**src/include/ide_pkg.sv**
```systemverilog
// Constants and types shared by the sixteen-bit bus port
`default_nettype none
package ide_pkg;
  localparam int          BYTE_W              = 8;
  localparam int          BUS_W               = 16;
  // One clk period is one CPU clock period
  localparam int          CPU_CLK_NS          = 10;
  localparam int          CYCLE_CLKS          = 6;
  localparam logic [3:0]  STROBE_CLKS         = 4'h3;
  localparam logic [3:0]  STROBE_STRETCH_CLKS = 4'hf;
  localparam logic [7:0]  HDB_RST             = 8'h00;
  localparam logic [15:0] WORD_RST            = 16'h0000;
  localparam logic [3:0]  CNT_RST             = 4'h0;
  localparam logic [3:0]  CNT_ONE             = 4'h1;

  typedef enum logic [2:0] {
    PH_IDLE,
    PH_ADDR,
    PH_HOLD,
    PH_STRB,
    PH_END
  } phase_t;
endpackage : ide_pkg
`default_nettype wire

```
**src/include/pin_sync_if.sv**
```systemverilog
// Raw and synchronised copies of the sixteen port input pins
`default_nettype none
interface pin_sync_if;
  logic [ide_pkg::BUS_W-1:0] raw;
  logic [ide_pkg::BUS_W-1:0] synced;
  modport src  (output raw, input synced);
  modport sync (input raw, output synced);
endinterface : pin_sync_if
`default_nettype wire

```
**src/hw/ide_bus_port.sv**
```systemverilog
// Sixteen-bit external move bus port towards IDE/ATAPI devices
// How it works
// Wide enable makes each move sixteen bits
// Low port low byte, high port high byte
// Write drives working register and high register
// Read returns low byte, captures high byte
// Each bus cycle lasts six CPU clocks, 18 when stretched
// Strobe lasts 3 clocks, 15 when stretched
// Index-register move puts port register high
// Page mode pointer move puts port register high
// Latch strobe marks valid low address
// Device uses read/write strobes as I/O commands
// Up to two devices, controls external
// Address before latch falls; release before read
`default_nettype none
module ide_bus_port (
  input  wire logic       clk,
  input  wire logic       nrst,
  input  wire logic       wide_transfer_enable,
  input  wire logic       strobe_stretch_bit,
  input  wire logic       page_access_mode_bit,
  input  wire logic       move_req,
  input  wire logic       move_write,
  input  wire logic       move_via_index,
  input  wire logic [15:0] move_addr,
  input  wire logic [7:0] cpu_working_register_in,
  input  wire logic [7:0] high_port_reg,
  input  wire logic       hdb_load,
  input  wire logic [7:0] hdb_wdata,
  input  wire logic [7:0] low_port_in,
  input  wire logic [7:0] high_port_in,
  output logic            move_busy,
  output logic            move_done,
  output logic [7:0]      cpu_working_register_out,
  output logic [7:0]      high_data_byte_register,
  output logic [7:0]      low_port_out,
  output logic            low_port_oe,
  output logic [7:0]      high_port_out,
  output logic            high_port_oe,
  output logic            ale,
  output logic            rd_n,
  output logic            wr_n
);
  logic                rst_meta_r;
  logic                rst_n_s;
  pin_sync_if          pins ();

  ide_pkg::phase_t     state_r, state_nxt;
  logic [3:0]          cnt_r, cnt_nxt;
  logic [3:0]          strobe_len_r, strobe_len_nxt;
  logic                wr_lat_r, wr_lat_nxt;
  logic                wide_lat_r, wide_lat_nxt;
  logic [15:0]         addr_r, addr_nxt;
  logic [15:0]         wdata_r, wdata_nxt;
  logic                busy_r, busy_nxt;
  logic                done_r, done_nxt;
  logic [7:0]          rdata_r, rdata_nxt;
  logic [7:0]          hdb_r, hdb_nxt;
  logic [7:0]          lo_out_r, lo_out_nxt;
  logic                lo_oe_r, lo_oe_nxt;
  logic [7:0]          hi_out_r, hi_out_nxt;
  logic                hi_oe_r, hi_oe_nxt;
  logic                ale_r, ale_nxt;
  logic                rd_n_r, rd_n_nxt;
  logic                wr_n_r, wr_n_nxt;
  logic                start;
  logic                use_port_hi;

  // Reset enters asynchronously but is released on clk
  always_ff @(posedge clk or negedge nrst) begin
    if (!nrst) begin
      rst_meta_r <= 1'b0;
      rst_n_s    <= 1'b0;
    end else begin
      rst_meta_r <= 1'b1;
      rst_n_s    <= rst_meta_r;
    end
  end

  assign pins.raw = {high_port_in, low_port_in};

  pin_sync u_pin_sync (
    .clk   (clk),
    .rst_n (rst_n_s),
    .pins  (pins)
  );

  assign start       = move_req && (state_r == ide_pkg::PH_IDLE);
  assign use_port_hi = move_via_index || page_access_mode_bit;

  always_comb begin
    state_nxt      = state_r;
    cnt_nxt        = cnt_r;
    strobe_len_nxt = strobe_len_r;
    wr_lat_nxt     = wr_lat_r;
    wide_lat_nxt   = wide_lat_r;
    addr_nxt       = addr_r;
    wdata_nxt      = wdata_r;
    rdata_nxt      = rdata_r;
    hdb_nxt        = hdb_r;
    done_nxt       = 1'b0;
    if (hdb_load) begin
      hdb_nxt = hdb_wdata;
    end
    unique case (state_r)
      ide_pkg::PH_IDLE: begin
        // Requests made while busy are simply not taken
        if (move_req) begin
          state_nxt      = ide_pkg::PH_ADDR;
          wr_lat_nxt     = move_write;
          wide_lat_nxt   = wide_transfer_enable;
          strobe_len_nxt = strobe_stretch_bit ?
                           ide_pkg::STROBE_STRETCH_CLKS :
                           ide_pkg::STROBE_CLKS;
          addr_nxt       = {use_port_hi ? high_port_reg : move_addr[15:8],
                            move_addr[7:0]};
          // Software load in the same cycle is what gets written
          wdata_nxt      = {hdb_load ? hdb_wdata : hdb_r,
                            cpu_working_register_in};
        end
      end
      ide_pkg::PH_ADDR: state_nxt = ide_pkg::PH_HOLD;
      ide_pkg::PH_HOLD: begin
        state_nxt = ide_pkg::PH_STRB;
        cnt_nxt   = ide_pkg::CNT_RST;
      end
      ide_pkg::PH_STRB: begin
        if (cnt_r == strobe_len_r - ide_pkg::CNT_ONE) begin
          state_nxt = ide_pkg::PH_END;
        end else begin
          cnt_nxt = cnt_r + ide_pkg::CNT_ONE;
        end
      end
      ide_pkg::PH_END: begin
        state_nxt = ide_pkg::PH_IDLE;
        done_nxt  = 1'b1;
        if (!wr_lat_r) begin
          rdata_nxt = pins.synced[7:0];
          // Captured byte wins over a software load in this cycle
          if (wide_lat_r) begin
            hdb_nxt = pins.synced[15:8];
          end
        end
      end
    endcase
  end

  // Pin values follow the next phase so every output is a flop
  always_comb begin
    ale_nxt    = (state_nxt == ide_pkg::PH_ADDR);
    rd_n_nxt   = !((state_nxt == ide_pkg::PH_STRB) && !wr_lat_nxt);
    wr_n_nxt   = !((state_nxt == ide_pkg::PH_STRB) && wr_lat_nxt);
    busy_nxt   = (state_nxt != ide_pkg::PH_IDLE);
    lo_out_nxt = addr_nxt[7:0];
    hi_out_nxt = addr_nxt[15:8];
    lo_oe_nxt  = 1'b0;
    hi_oe_nxt  = 1'b0;
    unique case (state_nxt)
      ide_pkg::PH_IDLE: begin
        lo_oe_nxt = 1'b0;
      end
      ide_pkg::PH_ADDR: begin
        lo_oe_nxt = 1'b1;
        hi_oe_nxt = 1'b1;
      end
      ide_pkg::PH_HOLD, ide_pkg::PH_STRB, ide_pkg::PH_END: begin
        if (wr_lat_nxt) begin
          lo_out_nxt = wdata_nxt[7:0];
          lo_oe_nxt  = 1'b1;
          hi_oe_nxt  = 1'b1;
          if (wide_lat_nxt) begin
            hi_out_nxt = wdata_nxt[15:8];
          end
        end else begin
          // Low lines, and high lines on a wide read, are freed a clock before the read strobe falls
          lo_oe_nxt = 1'b0;
          hi_oe_nxt = !wide_lat_nxt;
        end
      end
    endcase
  end

  always_ff @(posedge clk or negedge rst_n_s) begin
    if (!rst_n_s) begin
      state_r      <= ide_pkg::PH_IDLE;
      cnt_r        <= ide_pkg::CNT_RST;
      strobe_len_r <= ide_pkg::STROBE_CLKS;
      wr_lat_r     <= 1'b0;
      wide_lat_r   <= 1'b0;
      addr_r       <= ide_pkg::WORD_RST;
      wdata_r      <= ide_pkg::WORD_RST;
      busy_r       <= 1'b0;
      done_r       <= 1'b0;
      rdata_r      <= ide_pkg::HDB_RST;
      hdb_r        <= ide_pkg::HDB_RST;
      lo_out_r     <= ide_pkg::HDB_RST;
      lo_oe_r      <= 1'b0;
      hi_out_r     <= ide_pkg::HDB_RST;
      hi_oe_r      <= 1'b0;
      ale_r        <= 1'b0;
      rd_n_r       <= 1'b1;
      wr_n_r       <= 1'b1;
    end else begin
      state_r      <= state_nxt;
      cnt_r        <= cnt_nxt;
      strobe_len_r <= strobe_len_nxt;
      wr_lat_r     <= wr_lat_nxt;
      wide_lat_r   <= wide_lat_nxt;
      addr_r       <= addr_nxt;
      wdata_r      <= wdata_nxt;
      busy_r       <= busy_nxt;
      done_r       <= done_nxt;
      rdata_r      <= rdata_nxt;
      hdb_r        <= hdb_nxt;
      lo_out_r     <= lo_out_nxt;
      lo_oe_r      <= lo_oe_nxt;
      hi_out_r     <= hi_out_nxt;
      hi_oe_r      <= hi_oe_nxt;
      ale_r        <= ale_nxt;
      rd_n_r       <= rd_n_nxt;
      wr_n_r       <= wr_n_nxt;
    end
  end

  assign move_busy                = busy_r;
  assign move_done                = done_r;
  assign cpu_working_register_out = rdata_r;
  assign high_data_byte_register  = hdb_r;
  assign low_port_out             = lo_out_r;
  assign low_port_oe              = lo_oe_r;
  assign high_port_out            = hi_out_r;
  assign high_port_oe             = hi_oe_r;
  assign ale                      = ale_r;
  assign rd_n                     = rd_n_r;
  assign wr_n                     = wr_n_r;
endmodule : ide_bus_port
`default_nettype wire

```
**src/hw/pin_sync.sv**
```systemverilog
// Two-flop synchroniser for the port input pins
`default_nettype none
module pin_sync (
  input  wire logic clk,
  input  wire logic rst_n,
  pin_sync_if.sync  pins
);
  logic [ide_pkg::BUS_W-1:0] meta_r;
  logic [ide_pkg::BUS_W-1:0] meta_nxt;
  logic [ide_pkg::BUS_W-1:0] sync_r;
  logic [ide_pkg::BUS_W-1:0] sync_nxt;

  // First stage feeds only the second stage
  always_comb begin
    meta_nxt = pins.raw;
    sync_nxt = meta_r;
  end

  always_ff @(posedge clk or negedge rst_n) begin
    if (!rst_n) begin
      meta_r <= ide_pkg::WORD_RST;
      sync_r <= ide_pkg::WORD_RST;
    end else begin
      meta_r <= meta_nxt;
      sync_r <= sync_nxt;
    end
  end

  assign pins.synced = sync_r;
endmodule : pin_sync
`default_nettype wire

```
**config.mk**
```make
export PLATFORM = sky130hd
export DESIGN_NAME = ide_bus_port
export DESIGN_NICKNAME = d
export VERILOG_FILES = /design/src/include/ide_pkg.sv /design/src/include/pin_sync_if.sv /design/src/hw/ide_bus_port.sv /design/src/hw/pin_sync.sv
export SDC_FILE = /design/constraint.sdc
export NUM_CORES = 1
export LEC_CHECK = 0
export ABC_AREA = 1
export BUFFER_PORTS_ARGS = -buffer_cell sky130_fd_sc_hd__buf_2
export CAP_MARGIN = 0
export CORE_AREA = 10 10 100 102
export CTS_BUF_LIST = sky130_fd_sc_hd__clkbuf_8
export DETAILED_ROUTE_END_ITERATION = 8
export DIE_AREA = 0 0 110 112
export GPL_ROUTABILITY_DRIVEN = 0
export PLACE_DENSITY = 0.83
export SYNTH_ARGS = -nofsm -noshare
export SYNTH_HDL_FRONTEND = slang
export SYNTH_SLANG_ARGS = --single-unit
```
**constraint.sdc**
```tcl
create_clock -name clk -period 4.55 [get_ports clk]
set_clock_uncertainty 0.15 [all_clocks]
set_input_delay 0.455 -clock clk [delete_from_list [all_inputs] [get_ports clk]]
set_output_delay 0.455 -clock clk [all_outputs]
set_load 0.02 [all_outputs]
```
; Word-level counts from Yosys, hierarchy flattened
; Cells that the tools add are included.
; Widths: inputs -> output; s select.
[word_totals]
ff_bits = 118
in_bits = 65
out_inout_bits = 39
wordCells = 79
[classes]
n_addsub = 2
eq_ne = 10
muxes = 29
bitwise_logic = 1
n_reduce_logical = 15
[ops]
columns = cell, n
row1 = $mux 8, 10
row2 = $mux 16, 4
row3 = $pmux 3 s5, 1
row4 = $eq 3x2->1 const B, 4
row5 = $mux 4, 2
row6 = $pmux 4 s2, 1
row7 = $mux 1, 7
row8 = $eq 3x1->1 const B, 2
row9 = $eq 3x3->1 const B, 2
row10 = $logic_not 3->1, 2
row11 = $mux 3, 2
row12 = $reduce_and 2->1, 3
row13 = $add 4x1->4 const B, 1
row14 = $eq 4x4->1, 1
row15 = $logic_not 1->1, 4
row16 = $sub 4x1->4 const B, 1
row17 = $pmux 1 s3, 1
row18 = $reduce_bool 3->1, 1
row19 = $reduce_or 3->1, 1
row20 = $logic_and 1x1->1, 2
row21 = $ne 2x2->1 const B, 1
row22 = $pmux 1 s2, 1
row23 = $reduce_bool 2->1, 1
row24 = $logic_or 1x1->1, 1
row25 = $not 1->1, 1

; Depth between registers and ports, before layout
[logic_depth]
word_depth = 7
ltp_mapped = 9
ltp_nobuf = 9

; Cells and area by module
; A second synthesis with hierarchy kept.
[unflattened]
cells_unflattened = 420
hier_area_um2 = 4325.4
[by_module_without_submodules]
columns = module, n_inst, cells_per_inst, area_per_inst_um2, seq_area_each_um2
row1 = ide_bus_port, 1, 388, 3524.6, 2079.5
row2 = pin_sync, 1, 32, 800.8, 800.8

; Least setup slack after synthesis
; No wires, ideal clock.
[synth_timing]
kind = input -> register
startpoint = input port page_access_mode_bit
endpoint = register hi_out_r[5] (netlist: high_port_out[5])
t_arrival_ps = 1287
required_time_ps = 4282
setup_slack_ps = 2994
cell_stages = 7
cell_sequence = nor2_1 > buf_2 > nor2_1 > nor2_1 > a21oi_2 > nand2_1 > nand2_1
[synth_between]
elab_chain_cells = 7
[synth_rtl]
columns = item, line
row1 = start: declaration, ide_bus_port.sv:21  ; input wire logic page_access_mode_bit,
row2 = $logic_or 1x1->1 *, ide_bus_port.sv:89  ; assign use_port_hi = move_via_index || page_access_mode_bit;
row3 = $mux 8 *, ide_bus_port.sv:115  ; addr_nxt = {use_port_hi ? high_port_reg : move_addr[15:8],
row4 = $mux 16 *, ide_bus_port.sv:108  ; if (move_req) begin
row5 = $mux 16 *, ide_bus_port.sv:105  ; unique case (state_r)
row6 = net addr_nxt[13], ide_bus_port.sv:53  ; logic [15:0] addr_r, addr_nxt;
row7 = $mux 8, ide_bus_port.sv:171  ; if (wide_lat_nxt) begin
row8 = $mux 8, ide_bus_port.sv:167  ; if (wr_lat_nxt) begin
row9 = $mux 8 *, ide_bus_port.sv:158  ; unique case (state_nxt)
row10 = net hi_out_nxt[5], ide_bus_port.sv:61  ; logic [7:0] hi_out_r, hi_out_nxt;
row11 = end signal: assignment, ide_bus_port.sv:198  ; hi_out_r <= ide_pkg::HDB_RST;
row12 = end signal: assignment, ide_bus_port.sv:217  ; hi_out_r <= hi_out_nxt;
row13 = end: declaration, ide_bus_port.sv:61
; Mark *: on every way through the listed nets, which the timed path passes. The rest lies on a longest branch.
; A chain may end at the register's enable or synchronous reset.

; Final worst setup path
[layout_timing]
startpoint = register state_r[2]
endpoint = register hi_out_r[7] (netlist: high_port_out[7])
[layout_between]
elab_chain_cells = 5
elab_cells_between_ends = 19
classes_between = 7 x eq/ne / 10 x mux / 2 x reduce/logical
[layout_rtl]
columns = item, line
row1 = start: declaration, ide_bus_port.sv:48  ; ide_pkg::phase_t state_r, state_nxt;
row2 = start signal: assignment, ide_bus_port.sv:185  ; state_r <= ide_pkg::PH_IDLE;
row3 = start signal: assignment, ide_bus_port.sv:204  ; state_r <= state_nxt;
row4 = "$eq 3x3->1, or another cell as far along", ide_bus_port.sv:105
row5 = "$pmux 3 s5, or another cell as far along", ide_bus_port.sv:105
row6 = "$eq 3x2->1, or another cell as far along", ide_bus_port.sv:158
row7 = $reduce_or 3->1 or $mux 8 (tied branches), "ide_bus_port.sv:158, ide_bus_port.sv:167"
row8 = $mux 8 *, ide_bus_port.sv:158
row9 = net hi_out_nxt[7], ide_bus_port.sv:61
; Marked as above.

==> out/qor.yml <==
clock_tree:
  hold_buffers: 17
  path_clk_slew_ns: 0.06
  cts_setup_buffers: 0
  clock_latency_ns: 0.42
  cts_resized: 0
  root_buffer: "clkbuf_8"
  numCtsBuffers: 17
  cts_tree: "done"
  cts_buffer_depth: 2
  htreeDepth: 4
  clock-sinks: 115
route:
  wirelength_mm: 9.931
  drc_errors: 0
  ant_nets: 0
  wl_met1_mm: 3.774
  wl_met2_mm: 5.178
  dr.pass1.iters: 6
  viasPerCell: 4.858
  highest_layer: "met4"
  met3_length_um: 703
  vias: 3357
  wl_per_cell_um: 14.37
  drt_iter0_markers: 214
synth:
  synth-main-ff-cell: "dfrtp_1"
  yosysMostFrequentCell: "nand2_1"
  ys_top_cells_by_area: "dfrtp_1, nand2_1, inv_1"
  synthArstFlopShare_pct: 100.0
  synthesis.nets: 514
  yosys.area.top_type: "dfrtp_1"
  yosys-top-cells-count: "nand2_1, dfrtp_1, inv_1"
  syn_area_um2: 4309
  synth-edff-count: 0
  yosysWarnings: 0
  synth_top_area_share_pct: 65.62
  synth_seq_cells: 115
  yosysUniqueCellTypes: 22
  seq_area_frac_synth_pct: 66.84
  syn_avg_cell_area_um2: 9.640
  synthCells: 447
floorplan:
  initial_core_util_pct: 53.52
  fp.dieH_um: 112
  ioPinCount: 104
  num_rows: 33
  die_area_um2: 12320
  core_um2: 8051
  die_w_um: 110
place:
  place_inst: 642
  io_buffers: 103
  dp_hpwl_mm: 6.918
global_route:
  globalRouteTotalUtil_pct: 16.54
  grt_pass1_wl_mm: 16.07
  first_global_vias: 3487
  antenna_found_initial: 1
  grt_max_degree: 74
  grt_remaining_overflow: 0
timing:
  rsz0062_at_grt: "no"
  timing.setup.tns_ns: 0
  clock.fmax_ghz: 0.4224
  tightest_slew_ns: 0.8785
  report.final.slew_viol_count: 0
  setup_viol: 0
  period_minus_slack_ns: 2.368
  fin_crit_sh_pct: 52.04
  finalHoldViolCount: 0
  relSlewSlack_pct: 41.43
critical_path:
  cp_data_required_time_ns: 4.70
  worstPathArrival_ns: 2.52
  cp-start-kind: "register"
  critPathCaptureType: "register"
  critPathMaxFanout: 42
  critPathKind: "register to register"
pwr:
  ir_drop_v: 0.0003510
  p_leak_nw: 3.019
  p_per_area_nw_per_um2: 610.3
cells_and_area:
  regArea_um2: 2884
  multi_input_area_um2: 1185
  fillerInstances: 607
  finalNonFillerCells: 691
  area_delta_synth_final_pct: 28.16
  drive_above_1_share_pct: 24.79
  fin_nets: 640
hold_path:
  hold_path_class: "input pin to register"
run_status:
  status: "complete, no violations"
flow_run:
  drv_cap: 0
## sequential cells by signal, indices dropped and copies added, names as in the netlist, 3 cells and up
name                      count
cpu_working_register_out      8
state_r                       3
u_pin_sync.meta_r            16
low_port_out                  8
high_port_out                 8
addr_r                       16
wdata_r                      16
high_data_byte_register       8
u_pin_sync.pins.synced       16
cnt_r                         4
## worst max-delay path, cell delays in order (launching register included)
cell	delay (ns)
dfrtp_1	0.46
nor2_1	0.12
nand2_2	0.55
nand2_1	0.11
nand2_1	0.30
nand3_1	0.32
nand2_1	0.17
nand2_1	0.08
## cell usage in the layout (no fill, tap or decap), types with 3 or more instances in the layout
cell / instances
inv_1: 46
nor2_1: 31
dfrtp_1: 112
clkbuf_8: 20
buf_2: 103
dlygate4sd3_1: 17
o21ai_0: 28
nand2_2: 3
nand3_1: 19
clkinv_2: 4
a21oi_1: 6
bufinv_16: 5
nand4_1: 10
nand2_1: 163
## logic make-up (layout without fill, tap and decap cells)
logic type,Yosys count,after routing,synth area share (%)
flops,115,115,66.84
xor+xnor,2,2,0.4066
simple gates,229,229,21.66
other cells,1,2,0.08702
compound gates,39,39,4.762
buf+inv,59,197,5.662
fa+ha+maj,2,2,0.5806
## power by group
part / total [mW] / internal (mW) / switching [mW]
registers: 1.44 / 1.30 / 0.136
clock network: 1.07 / 0.688 / 0.382
logic: 0.862 / 0.278 / 0.584
## metrics by stage
step                      hold slack [ns]  instance area, um2  setup slack, ns  util, %  power, mW
after CTS                         0.07433                5520            2.206    68.56      3.396
after floorplan                  0.009409                4309           0.9625        -      2.014
after detailed placement          0.09334                4892            2.027    60.76      2.294
after global routing               0.1125                5523            1.955    68.59      3.570
final                             0.09645                5523            2.182    68.59      3.371
after global placement            0.08990                4892            2.240    60.76      2.245
## metal layers
metal / up-vias / track usage [%]
li1: 1637 / -
met1: 1575 / 18.22
met2: 119 / 27.52
met3: 26 / 5.767
met4: 0 / 8.073
met5: - / 0
## path summary, 6_finish.rpt
path / startpoint / to / slack, ns / cells after the start
setup / recovery: state_r[2] / high_port_out[7] / 2.18 / 7
setup reg to reg: state_r[2] / high_port_out[7] / 2.18 / 7
hold reg to reg: u_pin_sync.meta_r[12] / u_pin_sync.pins.synced[12] / 0.20 / 0
max in group asynchronous: rst_n_s / wr_n / 2.90 / 1
min in group asynchronous: nrst / rst_meta_r / 0.19 / 2
hold / removal: strobe_stretch_bit / strobe_len_r[2] / 0.1 / 3
## area by class of cell
| class | count | area share (%) |
|---|---|---|
| clock inverters | 11 | 3.308 |
| repair buffers | 121 | 12.55 |
| diodes | 1 | 0.04531 |
| multi-input cells | 273 | 21.45 |
| clock buffers | 20 | 4.984 |
| inverters | 45 | 3.058 |
| flip-flops and latches | 115 | 52.22 |
| well taps | 105 | 2.379 |
Note: power is estimated with default switching activity, not from simulation.
